File: config.mk
export PLATFORM = sky130hd
export DESIGN_NAME = ssf_status
export DESIGN_NICKNAME = d
export VERILOG_FILES = /design/src/verilog/ssf_pkg.sv /design/src/verilog/ssf_rx_check.sv /design/src/verilog/ssf_status.sv
export SDC_FILE = /design/constraint.sdc
export NUM_CORES = 1
export LEC_CHECK = 0
export ABC_AREA = 1
export BUFFER_PORTS_ARGS = -buffer_cell sky130_fd_sc_hd__buf_4
export CELL_PAD_IN_SITES_DETAIL_PLACEMENT = 0
export CELL_PAD_IN_SITES_GLOBAL_PLACEMENT = 1
export CORE_UTILIZATION = 35
export CTS_BUF_LIST = sky130_fd_sc_hd__clkbuf_16
export DETAILED_ROUTE_END_ITERATION = 8
export PLACE_DENSITY_LB_ADDON = 0.1
export SLEW_MARGIN = 20
export SYNTH_ARGS = -nofsm -noshare
export SYNTH_HDL_FRONTEND = slang
export SYNTH_SLANG_ARGS = --single-unit
File: constraint.sdc
create_clock -name clk -period 1.7 [get_ports clk]
set_input_delay 0.17 -clock clk [delete_from_list [all_inputs] [get_ports clk]]
set_output_delay 0.17 -clock clk [all_outputs]
set_load 0.02 [all_outputs]
File: src/verilog/ssf_pkg.sv
// package: offsets, field positions and reset values of the serial status flag block
package ssf_pkg;

   // ----------------------------------------------------------------
   // register offsets
   // ----------------------------------------------------------------
   localparam logic [2:0] SSF_OFS_STATUS = 3'h0;
   localparam logic [2:0] SSF_OFS_TX_DATA = 3'h1;
   localparam logic [2:0] SSF_OFS_RX_DATA = 3'h2;
   localparam logic [2:0] SSF_OFS_CONTROL = 3'h3;
   localparam logic [2:0] SSF_OFS_MODE = 3'h4;

   // ----------------------------------------------------------------
   // serial_status fields
   // ----------------------------------------------------------------
   localparam int SSF_BIT_TX_BUFFER_EMPTY = 7;
   localparam int SSF_BIT_RX_BUFFER_FULL = 6;
   localparam int SSF_BIT_OVERRUN_ERROR = 5;
   localparam int SSF_BIT_FER = 4;
   localparam int SSF_BIT_PER = 3;
   localparam int SSF_BIT_TX_END = 2;
   localparam int SSF_BIT_MPB = 1;
   localparam int SSF_BIT_TX_MULTIPROC_BIT = 0;
   // index of each clearable flag inside the 5-bit flag vector
   localparam int SSF_FL_TX_BUFFER_EMPTY = 4;
   localparam int SSF_FL_RX_BUFFER_FULL = 3;
   localparam int SSF_FL_OVERRUN_ERROR = 2;
   localparam int SSF_FL_FER = 1;
   localparam int SSF_FL_PER = 0;
   localparam logic [7:0] SSF_STATUS_RST = 8'h84;
   localparam logic [4:0] SSF_FL_RST = SSF_STATUS_RST[7:3];
   localparam logic SSF_TX_END_RST = SSF_STATUS_RST[2];

   // ----------------------------------------------------------------
   // control and mode fields
   // ----------------------------------------------------------------
   localparam int SSF_CTL_TXEN = 0;
   localparam int SSF_CTL_RXEN = 1;
   localparam int SSF_MODE_SYNC = 0;
   localparam int SSF_MODE_PAR_EN = 1;
   localparam int SSF_MODE_ODD = 2;
   localparam int SSF_MODE_TWO_STOP = 3;
   localparam logic [7:0] SSF_CTL_RST = 8'h00;
   localparam logic [7:0] SSF_MODE_RST = 8'h00;
   localparam logic [7:0] SSF_DATA_RST = 8'hff;

   // ----------------------------------------------------------------
   // carriers
   // ----------------------------------------------------------------
   typedef struct packed {
      logic [2:0] addr;
      logic [7:0] wdata;
      logic we;
      logic re;
   } ssf_bus_t;

   typedef struct packed {
      logic done;
      logic [7:0] data;
      logic parity;
      logic [1:0] stop;
      logic rx_multiproc_bit;
   } ssf_rx_t;

endpackage : ssf_pkg

File: src/verilog/ssf_rx_check.sv
// receive frame checker: framing and parity verdicts for one received character
`timescale 1ns/1ns
module ssf_rx_check
   import ssf_pkg::*;
(
   input wire ssf_rx_t rx,
   input wire logic sync_mode,
   input wire logic par_en,
   input wire logic par_odd,
   input wire logic two_stop,
   output logic fer_hit,
   output logic per_hit
);

   function automatic logic ssf_ones_odd(input logic [7:0] d, input logic p);
      ssf_ones_odd = ^{d, p};
   endfunction : ssf_ones_odd

   wire logic first_stop;
   wire logic sum_odd;

   // only the first stop bit counts, the second is never examined
   assign first_stop = rx.stop[0];
   assign fer_hit = !sync_mode && !first_stop;
   assign sum_odd = ssf_ones_odd(rx.data, rx.parity);
   assign per_hit = !sync_mode && par_en && (sum_odd != par_odd);

   wire logic unused_two_stop;
   assign unused_two_stop = two_stop;

endmodule : ssf_rx_check

File: src/verilog/ssf_status.sv
// serial status flag block: status register, data registers and flag update logic
// Behaviour
// - status loads 84h on reset, standby, stop
// - five flags cleared by zero writes, tx_empty and rx_full also by controller
// - zero write clears only after flag read one
// - tx_end and rx multiproc bit are read-only
// - tx_empty set when tx off or loaded
// - controller tx data write clears tx_empty
// - controller rx data read clears rx_full
// - controller clears only without chain-disable, count nonzero
// - clean reception sets rx_full, copies byte
// - error halt or rx off keeps data, rx_full
// - reception while rx_full set raises overrun
// - overrun keeps old byte, drops new byte
// - error flags halt rx; sync also tx
// - clearing rx enable keeps error flags
// - async zero stop bit sets framing error
// - only first of two stop bits checked
// - framing/parity error copies byte, no rx_full
// - parity mismatch sets parity error flag
// - tx_end means last bit sent with transmit data register empty
// - tx_end set when tx off or last bit sent while empty
//
// Implementation choices: the placing of the registers and the plain strobed port.
`timescale 1ns/1ns
module ssf_status
   import ssf_pkg::*;
(
   input wire logic clk,
   input wire logic sys_rst,
   input wire logic standby,
   input wire logic module_stop,
   input wire ssf_bus_t bus,
   output logic [7:0] rd_data,
   input wire logic tx_load,
   input wire logic tx_last_bit,
   input wire ssf_rx_t rx,
   input wire logic xfer_tx_write,
   input wire logic [7:0] xfer_tx_data,
   input wire logic xfer_rx_read,
   input wire logic chain_disable_select,
   input wire logic xfer_count_nonzero,
   output logic [7:0] tx_byte,
   output logic tx_mpb,
   output logic tx_en,
   output logic rx_en,
   output logic [7:0] mode,
   output logic tx_halt,
   output logic rx_halt,
   output logic tx_empty_req,
   output logic rx_full_req
);

   // ----------------------------------------------------------------
   // storage
   // ----------------------------------------------------------------
   logic [4:0] fl_q;
   logic [4:0] rd1_q;
   logic tx_end_q;
   logic mpb_q;
   logic tx_multiproc_bit_q;
   logic [7:0] tdr_q;
   logic [7:0] rdr_q;
   logic [7:0] ctl_q;
   logic [7:0] mode_q;
   logic [7:0] rdata_q;

   // ----------------------------------------------------------------
   // bus decode
   // ----------------------------------------------------------------
   wire logic st_wr;
   wire logic st_rd;
   wire logic tdr_wr;
   wire logic ctl_wr;
   wire logic mode_wr;
   wire logic [7:0] status;
   wire logic [7:0] rd_mux;
   wire logic flag_rst;

   assign st_wr = bus.we && bus.addr == SSF_OFS_STATUS;
   assign st_rd = bus.re && bus.addr == SSF_OFS_STATUS;
   assign tdr_wr = bus.we && bus.addr == SSF_OFS_TX_DATA;
   assign ctl_wr = bus.we && bus.addr == SSF_OFS_CONTROL;
   assign mode_wr = bus.we && bus.addr == SSF_OFS_MODE;
   assign flag_rst = sys_rst || standby || module_stop;
   assign status = {fl_q, tx_end_q, mpb_q, tx_multiproc_bit_q};
   assign rd_mux = (bus.addr == SSF_OFS_STATUS) ? status :
                   (bus.addr == SSF_OFS_TX_DATA) ? tdr_q :
                   (bus.addr == SSF_OFS_RX_DATA) ? rdr_q :
                   (bus.addr == SSF_OFS_CONTROL) ? ctl_q :
                   (bus.addr == SSF_OFS_MODE) ? mode_q : 8'h00;

   // ----------------------------------------------------------------
   // mode and enables
   // ----------------------------------------------------------------
   wire logic sync_mode;
   wire logic err_halt;

   assign tx_en = ctl_q[SSF_CTL_TXEN];
   assign rx_en = ctl_q[SSF_CTL_RXEN];
   assign mode = mode_q;
   assign sync_mode = mode_q[SSF_MODE_SYNC];
   assign err_halt = fl_q[SSF_FL_OVERRUN_ERROR] || fl_q[SSF_FL_FER] || fl_q[SSF_FL_PER];
   assign rx_halt = err_halt;
   assign tx_halt = err_halt && sync_mode;

   // ----------------------------------------------------------------
   // receive events
   // ----------------------------------------------------------------
   wire logic fer_hit;
   wire logic per_hit;
   wire logic rx_acc;
   wire logic rx_over;
   wire logic rx_clean;
   wire logic rdr_load;

   ssf_rx_check u_check (
      .rx(rx),
      .sync_mode(sync_mode),
      .par_en(mode_q[SSF_MODE_PAR_EN]),
      .par_odd(mode_q[SSF_MODE_ODD]),
      .two_stop(mode_q[SSF_MODE_TWO_STOP]),
      .fer_hit(fer_hit),
      .per_hit(per_hit)
   );

   // receiver ignored while disabled or halted by an error
   assign rx_acc = rx.done && rx_en && !err_halt;
   assign rx_over = rx_acc && fl_q[SSF_FL_RX_BUFFER_FULL];
   assign rx_clean = rx_acc && !rx_over && !fer_hit && !per_hit;
   assign rdr_load = rx_acc && !rx_over;

   // ----------------------------------------------------------------
   // transfer controller gating
   // ----------------------------------------------------------------
   wire logic xfer_ok;
   wire logic xfer_tx_clr;
   wire logic xfer_rx_clr;

   assign xfer_ok = !chain_disable_select && xfer_count_nonzero;
   assign xfer_tx_clr = xfer_tx_write && xfer_ok;
   assign xfer_rx_clr = xfer_rx_read && xfer_ok;

   // ----------------------------------------------------------------
   // flag next values
   // ----------------------------------------------------------------
   wire logic [4:0] fl_set;
   wire logic [4:0] cpu_clr;
   wire logic [4:0] fl_clr;
   wire logic [4:0] fl_d;
   wire logic [4:0] rd1_d;
   wire logic [4:0] rd1_seen;
   wire logic tx_end_set;
   wire logic tx_end_d;

   assign fl_set = {!tx_en || tx_load,
                    rx_clean,
                    rx_over,
                    rx_acc && fer_hit,
                    rx_acc && per_hit};
   // a one in the write data leaves the flag alone
   assign cpu_clr = {5{st_wr}} & ~bus.wdata[7:3] & rd1_q;
   assign fl_clr = cpu_clr | {xfer_tx_clr, xfer_rx_clr, 3'b000};
   // set wins over any clear in the same cycle
   assign fl_d = fl_set | (fl_q & ~fl_clr);
   assign rd1_seen = st_rd ? (fl_q & ~fl_set) : 5'b00000;
   assign rd1_d = (rd1_q & ~fl_set & ~fl_clr) | rd1_seen;
   assign tx_end_set = !tx_en || (tx_last_bit && fl_q[SSF_FL_TX_BUFFER_EMPTY]);
   assign tx_end_d = tx_end_set || (tx_end_q && !fl_clr[SSF_FL_TX_BUFFER_EMPTY]);

   // ----------------------------------------------------------------
   // status register
   // ----------------------------------------------------------------
   always_ff @(posedge clk) begin
      if (flag_rst) begin
         fl_q <= SSF_FL_RST;
         rd1_q <= 5'b00000;
         tx_end_q <= SSF_TX_END_RST;
         mpb_q <= SSF_STATUS_RST[SSF_BIT_MPB];
         tx_multiproc_bit_q <= SSF_STATUS_RST[SSF_BIT_TX_MULTIPROC_BIT];
      end else begin
         fl_q <= fl_d;
         rd1_q <= rd1_d;
         tx_end_q <= tx_end_d;
         if (rx_acc) begin
            mpb_q <= rx.rx_multiproc_bit;
         end
         if (st_wr) begin
            tx_multiproc_bit_q <= bus.wdata[SSF_BIT_TX_MULTIPROC_BIT];
         end
      end
   end

   // ----------------------------------------------------------------
   // data, control and read-back registers
   // ----------------------------------------------------------------
   always_ff @(posedge clk) begin
      if (sys_rst) begin
         tdr_q <= SSF_DATA_RST;
         rdr_q <= 8'h00;
         ctl_q <= SSF_CTL_RST;
         mode_q <= SSF_MODE_RST;
         rdata_q <= 8'h00;
      end else begin
         if (xfer_tx_write) begin
            tdr_q <= xfer_tx_data;
         end else if (tdr_wr) begin
            tdr_q <= bus.wdata;
         end
         if (rdr_load) begin
            rdr_q <= rx.data;
         end
         if (ctl_wr) begin
            ctl_q <= bus.wdata;
         end
         if (mode_wr) begin
            mode_q <= bus.wdata;
         end
         rdata_q <= bus.re ? rd_mux : 8'h00;
      end
   end

   assign rd_data = rdata_q;
   assign tx_byte = tdr_q;
   assign tx_mpb = tx_multiproc_bit_q;
   assign tx_empty_req = fl_q[SSF_FL_TX_BUFFER_EMPTY];
   assign rx_full_req = fl_q[SSF_FL_RX_BUFFER_FULL];
endmodule : ssf_status
After elaboration in Yosys (flattened, before gate mapping) --
Cells that the tools add are included. Widths: inputs -> output; s select.
Cells by class: equal/unequal tests 5, muxes and demuxes 8, bitwise operators 13, reductions and logical operators 42
Operators with widths (count):
- $mux 8 | 7
- $and 5x5->5 | 6
- $logic_and 1x1->1 | 22
- $not 5->5 | 3
- $or 5x5->5 | 3
- $logic_not 1->1 | 9
- $reduce_xor 9->1 | 1
- $logic_or 1x1->1 | 7
- $eq 3x2->1 const B | 2
- $mux 5 | 1
- $eq 3x1->1 const B | 1
- $eq 3x3->1 const B | 1
- $logic_not 3->1 | 1
- $reduce_bool 2->1 | 1
- $reduce_or 2->1 | 1
- $ne 1x1->1 | 1
- $not 1->1 | 1
Storage, ports and cells: register bits 53, input port bits 44, output and inout bits 31, word-level logic and storage cells 78

Longest topological paths before layout --
Gate-level depths: netlist (run 1).
word-level depth 13, depth in mapped cells 12, mapped depth without buffers 12

Modules after synthesis --
A second synthesis (run 1) with hierarchy kept.
Second synthesis, totals: cells, all modules 360, area, all modules 2534.9 sq um
By module, submodules not included:
- ssf_status | times used 1, cells an instance 323, area each 2344.7 sq um, seq. area each 1061.0 sq um
- ssf_rx_check | times used 1, cells an instance 37, area each 190.2 sq um, seq. area each 0.0 sq um

Worst setup path before layout (run 1) --
Ideal clock, no wire load.
kind reg2reg, from reg fl_q[2], to reg rdr_q[2], library setup time 0.120 ns, arrival time 1.257 ns, required time 1.580 ns, path slack 0.323 ns, stages on the path, launching flop included 8, buffers on the path 0, clock period less this slack 1.377 ns, cells stage by stage dfxtp_1 nor2_1 nand2_1 nor2_1 nand2_1 clkinv_1 o21ai_0 a21oi_1
On the way: cells in the longest elaborated chain, start to end 7
Ends and longest elaborated chain:
- from (decl) | line ssf_status.sv:57 | logic [4:0] fl_q;
- from (signal assigned) | line ssf_status.sv:182 | fl_q <= fl_d;
- $logic_or 1x1->1 (*) (2 in series) | line ssf_status.sv:103 | assign err_halt = fl_q[SSF_FL_OVERRUN_ERROR] || fl_q[SSF_FL_FER] || fl_q[SSF_FL_PER];
- net rx_halt | line ssf_status.sv:49 | output logic rx_halt,
- $logic_not 1->1 (*) | line ssf_status.sv:128 | assign rx_acc = rx.done && rx_en && !err_halt;
- $logic_and 1x1->1 (*) | line ssf_status.sv:128
- $logic_and 1x1->1 | line ssf_status.sv:129 | assign rx_over = rx_acc && fl_q[SSF_FL_RX_BUFFER_FULL];
- $logic_not 1->1 | line ssf_status.sv:131 | assign rdr_load = rx_acc && !rx_over;
- $logic_and 1x1->1 (*) | line ssf_status.sv:131
- to (signal assigned) | line ssf_status.sv:211 | rdr_q <= rx.data;
- to (decl) | line ssf_status.sv:63 | logic [7:0] rdr_q;
Mark *: on every way through the listed nets, which the timed path passes. The rest lies on a longest branch. A chain may end at the register's enable or synchronous reset.

Worst setup path after layout (run 1) --
from reg fl_q[1], to reg rdr_q[2]
On the way: cells in the longest elaborated chain, start to end 7
Ends and longest elaborated chain (line):
- $logic_or 1x1->1 (*) (2 in series) | ssf_status.sv:103
- $logic_not 1->1 (*) | ssf_status.sv:128
- $logic_and 1x1->1 (*) | ssf_status.sv:128
- $logic_and 1x1->1 | ssf_status.sv:129
- $logic_not 1->1 | ssf_status.sv:131
- $logic_and 1x1->1 (*) | ssf_status.sv:131
Every way passes the cells marked *; elsewhere a longest branch is shown, timed or not.

==> results of run 1 <==
## synth_stat cells
cell	n
o21ai_0	27
a31oi_1	5
a41oi_1	2
nor2_4	3
nor2_2	3
dfxtp_1	53
o21ai_1	4
inv_2	4
nand2_2	1
clkbuf_1	5
nand2_1	65
nand3_1	24
nand3b_1	1
nand4_1	1
inv_1	37
o221ai_1	1
a22oi_1	2
a21oi_1	35
buf_2	1
a221oi_1	3
o311ai_1	2
nor2_1	37
clkinv_1	2
nor3_1	4
a32oi_1	2
xor2_1	1
buf_4	4
a21o_1	1
nor3b_2	1
xnor2_1	3
## logic make-up after synthesis
group                     Yosys count  synth area share (%)
buffers and inverters              53                  9.00
xor gates and xnor gates            4                  1.47
DFF                                53                  44.4
AOI/OAI and AO/OA                  84                  19.7
and+or+nand+nor                   140                  25.4
## layer usage
layer	global-route usage (%)	up-vias
li1	-	1258
met1	27.9	1137
met2	34.4	54
met3	3.44	11
met4	6.47	0
met5	0	-
## final cells by class
| class | instances | area (µm²) | share of cell area, % |
|---|---|---|---|
| Multi-Input combinational cell | 228 | 1110 | 35.0 |
| Clock inverter | 3 | 12.5 | 0.393 |
| Clock buffer | 5 | 125 | 3.93 |
| Inverter | 43 | 161 | 5.06 |
| Timing Repair Buffer | 82 | 616 | 19.3 |
| Sequential cell | 53 | 1060 | 33.3 |
| Tap cell | 77 | 96.3 | 3.02 |
## tightest hold or removal path: stages
cell	delay [ns]
buf_4	0.08
o21ai_1	0.05
nand3_1	0.05
## placed cells by master (no fill, tap or decap), drive strengths merged
cell / Yosys / layout
nand3b: 1 / 1
a221oi: 3 / 3
o311ai: 2 / 2
nor3b: 1 / 1
dfxtp: 53 / 53
xnor2: 3 / 3
nand3: 24 / 24
nand4: 1 / 1
a31oi: 5 / 5
xor2: 1 / 1
a22oi: 2 / 2
buf: 5 / 82
nor3: 4 / 4
o21ai: 31 / 31
clkbuf: 5 / 5
inv: 41 / 41
a32oi: 2 / 2
a21oi: 35 / 35
a21o: 1 / 1
nand2: 66 / 66
nor2: 43 / 43
clkinv: 2 / 5
o221ai: 1 / 1
a41oi: 2 / 2
## state kept, by name (all words and copies together) (netlist names)
| register | cells |
|---|---|
| ctl_q | 8 |
| mode | 8 |
| rd_data | 8 |
| rdr_q | 8 |
| tx_byte | 8 |
| fl_q | 5 |
| rd1_q | 5 |
| mpb_q | 1 |
| tx_end_q | 1 |
| tx_mpb | 1 |
## stage by stage
step                instance area, µm²  cells
floorplan                         2390    334
global placement                  3050    483
detailed placement                3050    483
CTS                               3190    491
global route                      3190    491
finish                            3190    491
## how the worst max path moves through the flow
stage | endpoint | slack (ns) | depth (start not counted)
final | rdr_q[2] | 0.31 | 7
after detailed placement | mode[0] | 0.29 | 6
after CTS | rdr_q[2] | 0.31 | 7
after floorplan | rdr_q[2] | 0.32 | 7
after global placement | tx_byte[0] | 0.31 | 9
after global routing | rdr_q[2] | 0.18 | 7
## where the power goes
| group | internal [mW] | total, mW | leakage [nW] | switching (mW) |
|---|---|---|---|---|
| Clock | 0.534 | 0.984 | 0.0687 | 0.450 |
| Sequential | 1.28 | 1.30 | 0.431 | 0.0262 |
| Combinational | 0.162 | 0.376 | 0.880 | 0.214 |
==> results.toml, run 1 <==
[run_status]
outcome = "finished clean"

[placement]
hpwlAfterDp_mm = 5.62
portBuffers = 73
place.gp.congestion = 0.809
dp_slack_ns = 0.293

[sta]
relSlewSlack_pct = 61.8
worst_pin_slew_ns = 0.572
setup_violations = 0
whs_ns = 0.0849
setup_slack_ns = 0.310
fin_crit_sh_pct = 81.8
fmax_mhz = 719
clock_skew_ns = 0.00303
tns_ns = 0
rsz0062_at_grt = "false"
fin_crit_ns = 1.39
hold_viol_final = 0
slew_viol_final = 0

[worst_setup_path]
crit_arrival_ns = 1.57
cpMostUsedCell = "nand2_1"
cp_slowest_stage_delay_ns = 0.42
crit_path_end_kind = "flip-flop"
rr_endpoint = "rdr_q[2]"
crit_buf_inv = 2
worstSetupStartpoint = "fl_q[1]"
crit_fanout = 9
crit_chain = "inv_1 > nand2_1 > nor2_1 > nand2_1 > clkinv_1 > o21ai_0 > a21oi_1"
path_delay_family = "flip-flops"
worst_ep_required_time_ns = 1.88
setup.worst_path.start_class = "flip-flop"
crit_path_top_delay_cell = "dfxtp_1"
reg2reg_depth = 7
rrSetupSlack_ns = 0.31
r2r_start = "fl_q[1]"
critical_path_class = "reg -> reg"

[logic_synthesis]
synth_top_area_share_pct = 44.4
synth_top_area_cell = "dfxtp_1"
synth-seq-area-share_pct = 44.4
avgSynthCellArea_um2 = 7.16
syn_inst = 334
ys_ff_latch = 53
ys_warn_count = 0
synthTopCellsByArea = "dfxtp_1 (44%), nand2_1 (10%), a21oi_1 (7.3%)"
mappedNetlistNets = 378
ys_types = 30
synth_area_um2 = 2390

[detailed_routing]
wl_met1_mm = 3.50
wl_met3_um = 265
initialDrtViolationCount = 124
ant_nets = 0
met2_wirelength_mm = 3.33
vias_per_cell = 5.01
routed_wl_mm = 7.21
wl_per_cell_um = 14.7
routed.top_layer = "met4"
first_pass_iters = 6
route.detailed.drc = 0
dr_total_vias = 2460

[cts]
clockBufferDepth = 2
insertion_delay_ns = 0.29
ctsResizeCount = 0
cts_buffers = 5
post-cts-setup-buffer-count = 0
cts_tree = "yes"
clock-sinks = 53
htree_levels = 2
clk_pin_slew_ns = 0.07
clockRootBuffer = "clkbuf_16"
ctsHoldBuffers = 0

[min_path]
hp-class = "in -> reg"
min_from = "xfer_tx_data[6]"
whs_endpoint = "tx_byte[6]"
whs_path_depth = 3

[power]
power_mw = 2.66
power-per-cell-area_nw_per_um2 = 836
ir_drop_mv = 0.345
p_leak_nw = 1.38

[global_route]
grt_pass1_vias = 2376
grt_start_max_net_pins = 22
grt_pass1_wl_mm = 11.6
grt_overflow = 0
grt_usage_pct = 20.8
antenna_found_initial = 0

[layout]
layout-drive-gt1-share_pct = 24.2
nets = 457
antenna_cells = 0
n_fill_cell = 663
final_util_pct = 49.3
area_growth_pct = 33.3

[floorplan]
die_w_um = 84.7
initial_core_util_pct = 37.0
core_area_um2 = 6460
die_area_um2 = 7170
dieHeight_um = 84.7
io_pins = 75
rows = 29

[run]
cap_violations = 0
Power figures use the tool's default switching activity.
==> run 2: changes to the inputs <==
==> constraint.sdc (replaced) <==
create_clock -name clk -period 1.4 [get_ports clk]
set_input_delay 0.14 -clock clk [delete_from_list [all_inputs] [get_ports clk]]
set_output_delay 0.14 -clock clk [all_outputs]
set_load 0.02 [all_outputs]
==> results.toml, run 2 (synthesized netlist as in run 1, its figures left out) <==
[floorplan]
dieHeight_um = 84.7
io_pins = 75
initial_core_util_pct = 37.0
die_w_um = 84.7
core_area_um2 = 6460
rows = 29
die_area_um2 = 7170

[power]
p_switching_mw = 0.870
ir_drop_mv = 0.500
comb_power_share_pct = 15.3
p_int_mw = 2.43
seqPwrFrac_pct = 47.9
power-per-cell-area_nw_per_um2 = 970
pwr-share-clk_pct = 36.8
swShare_pct = 26.3
p_leak_nw = 1.47

[worst_setup_path]
crit_buf_inv = 1
setup.worst_path.start_class = "flip-flop"
crit_path_end_kind = "flip-flop"
worstSetupPathDepth = 10
rr_endpoint = "rd1_q[0]"
crit_fanout = 3
cp_slowest_stage_delay_ns = 0.36
crit_chain = "nor2_4 > inv_2 > nand2_2 > nand2_2 > nand2_2 > nand2_2 > nand3_2 > nand4_1 > nand2_1 > a21oi_1"
cp-endpoint = "rd1_q[0]"
worst_ep_required_time_ns = 1.57
crit_arrival_ns = 1.47
rrSetupSlack_ns = 0.10
cpMostUsedCell = "nand2_2"
path_delay_family = "simple AND/OR/NAND/NOR gates"
reg2reg_depth = 10
crit_path_top_delay_cell = "dfxtp_4"
worstSetupStartpoint = "mode[2]"
r2r_start = "mode[2]"
critical_path_class = "reg -> reg"

[sta]
hold_viol_final = 0
slew_viol_final = 0
setup_violations = 0
clock_skew_ns = 0.00387
whs_ns = 0.0577
tns_ns = 0
worst_pin_slew_ns = 0.495
setup_slack_ns = 0.103
rsz0062_at_grt = "true"
fin_crit_ns = 1.30
fmax_mhz = 771
fin_crit_sh_pct = 92.6
relSlewSlack_pct = 66.9

[global_route]
grt_pass1_wl_mm = 11.6
grt_usage_pct = 21.1
grt_overflow = 0
grt_start_max_net_pins = 17
antenna_found_initial = 0
grt_pass1_vias = 2311

[detailed_routing]
wl_per_cell_um = 14.3
ant_nets = 0
initialDrtViolationCount = 103
dr_total_vias = 2523
routed_wl_mm = 7.25
route.detailed.drc = 3
vias_per_cell = 4.99
first_pass_iters = 6

[placement]
hpwlAfterDp_mm = 5.79
portBuffers = 73
dpl.cell_count = 497
dp_slack_ns = 0.0313
place.gp.congestion = 0.832

[cts]
clockRootBuffer = "clkbuf_16"
insertion_delay_ns = 0.29
clockBufferDepth = 2
htree_levels = 2
cts_tree = "yes"
clk_pin_slew_ns = 0.07
cts_buffers = 5
clock-sinks = 53

[layout]
fin_cells = 506
area_growth_pct = 42.3
layout_common_cells = "buf_4 (96), nand2_1 (54), dfxtp_1 (51), a21oi_1 (35), inv_1 (34)"
final_common_cell = "buf_4"
layout-drive-gt1-share_pct = 32.9
nets = 472
antenna_cells = 0

[run_status]
failed_checks = "design-rule violations"
outcome = "finished, violations left"

[run]
cap_violations = 0

[min_path]
hp-class = "in -> reg"
[run 2: cell type report]
cell class | count | area (µm²)
clock buffers | 5 | 125
clock inverters | 3 | 17.5
fillers | 665 | 3060
inverters | 43 | 161
multi-input cells | 228 | 1190
flip-flops and latches | 53 | 1070
well taps | 77 | 96.3
repair buffers | 97 | 741
[run 2: worst min-delay path, delay by kind of cell]
family / cells / cell delay (ns)
compound gates: 1 / 0.05
buf+inv: 1 / 0.08
simple gates: 1 / 0.05
[run 2: timing repair]
item                                   CTS  global route
setup endpoints to repair                0            13
gates resized for setup                  0            33
setup buffers                            0             1
hold buffers                             0             0
endpoints found under the hold margin    0             0
[run 2: stage by stage]
step / util, % / area [µm²] / power (mW)
3_5_place_dp: 49.0 / 3170 / 2.10
5_1_grt: 52.7 / 3400 / 3.44
6_report: 52.7 / 3400 / 3.30
4_1_cts: 51.2 / 3310 / 3.30
3_3_place_gp: 49.0 / 3170 / 2.10
2_1_floorplan: - / 2390 / 1.84
[run 2: how the worst min path moves through the flow]
stage                 endpoint            start  cells past startpoint
floorplan           tx_byte[0]          sys_rst                      2
global placement    tx_byte[6]  xfer_tx_data[6]                      3
detailed placement  tx_byte[6]  xfer_tx_data[6]                      3
CTS                 tx_byte[7]  xfer_tx_data[7]                      3
global route        tx_byte[6]  xfer_tx_data[6]                      3
finish              tx_byte[7]  xfer_tx_data[7]                      3
[run 2: per-layer routing]
layer  vias to the layer above  routed length (µm)  GRT usage, %
met3                         7                 418          3.64
met5                         -                   0             0
met4                         0                  80          6.01
li1                       1290                   -             -
met2                        67                3470          35.0
met1                      1159                3290          28.2
[run 2: power by group through the flow]
| stage | clock [mW] | combinational, mW | sequential (mW) |
|---|---|---|---|
| after floorplan | 0 | 0.200 | 1.64 |
| after global placement | 0 | 0.477 | 1.62 |
| after detailed placement | 0 | 0.479 | 1.62 |
| after CTS | 1.24 | 0.482 | 1.58 |
| after global routing | 1.29 | 0.556 | 1.59 |
| final | 1.21 | 0.505 | 1.58 |
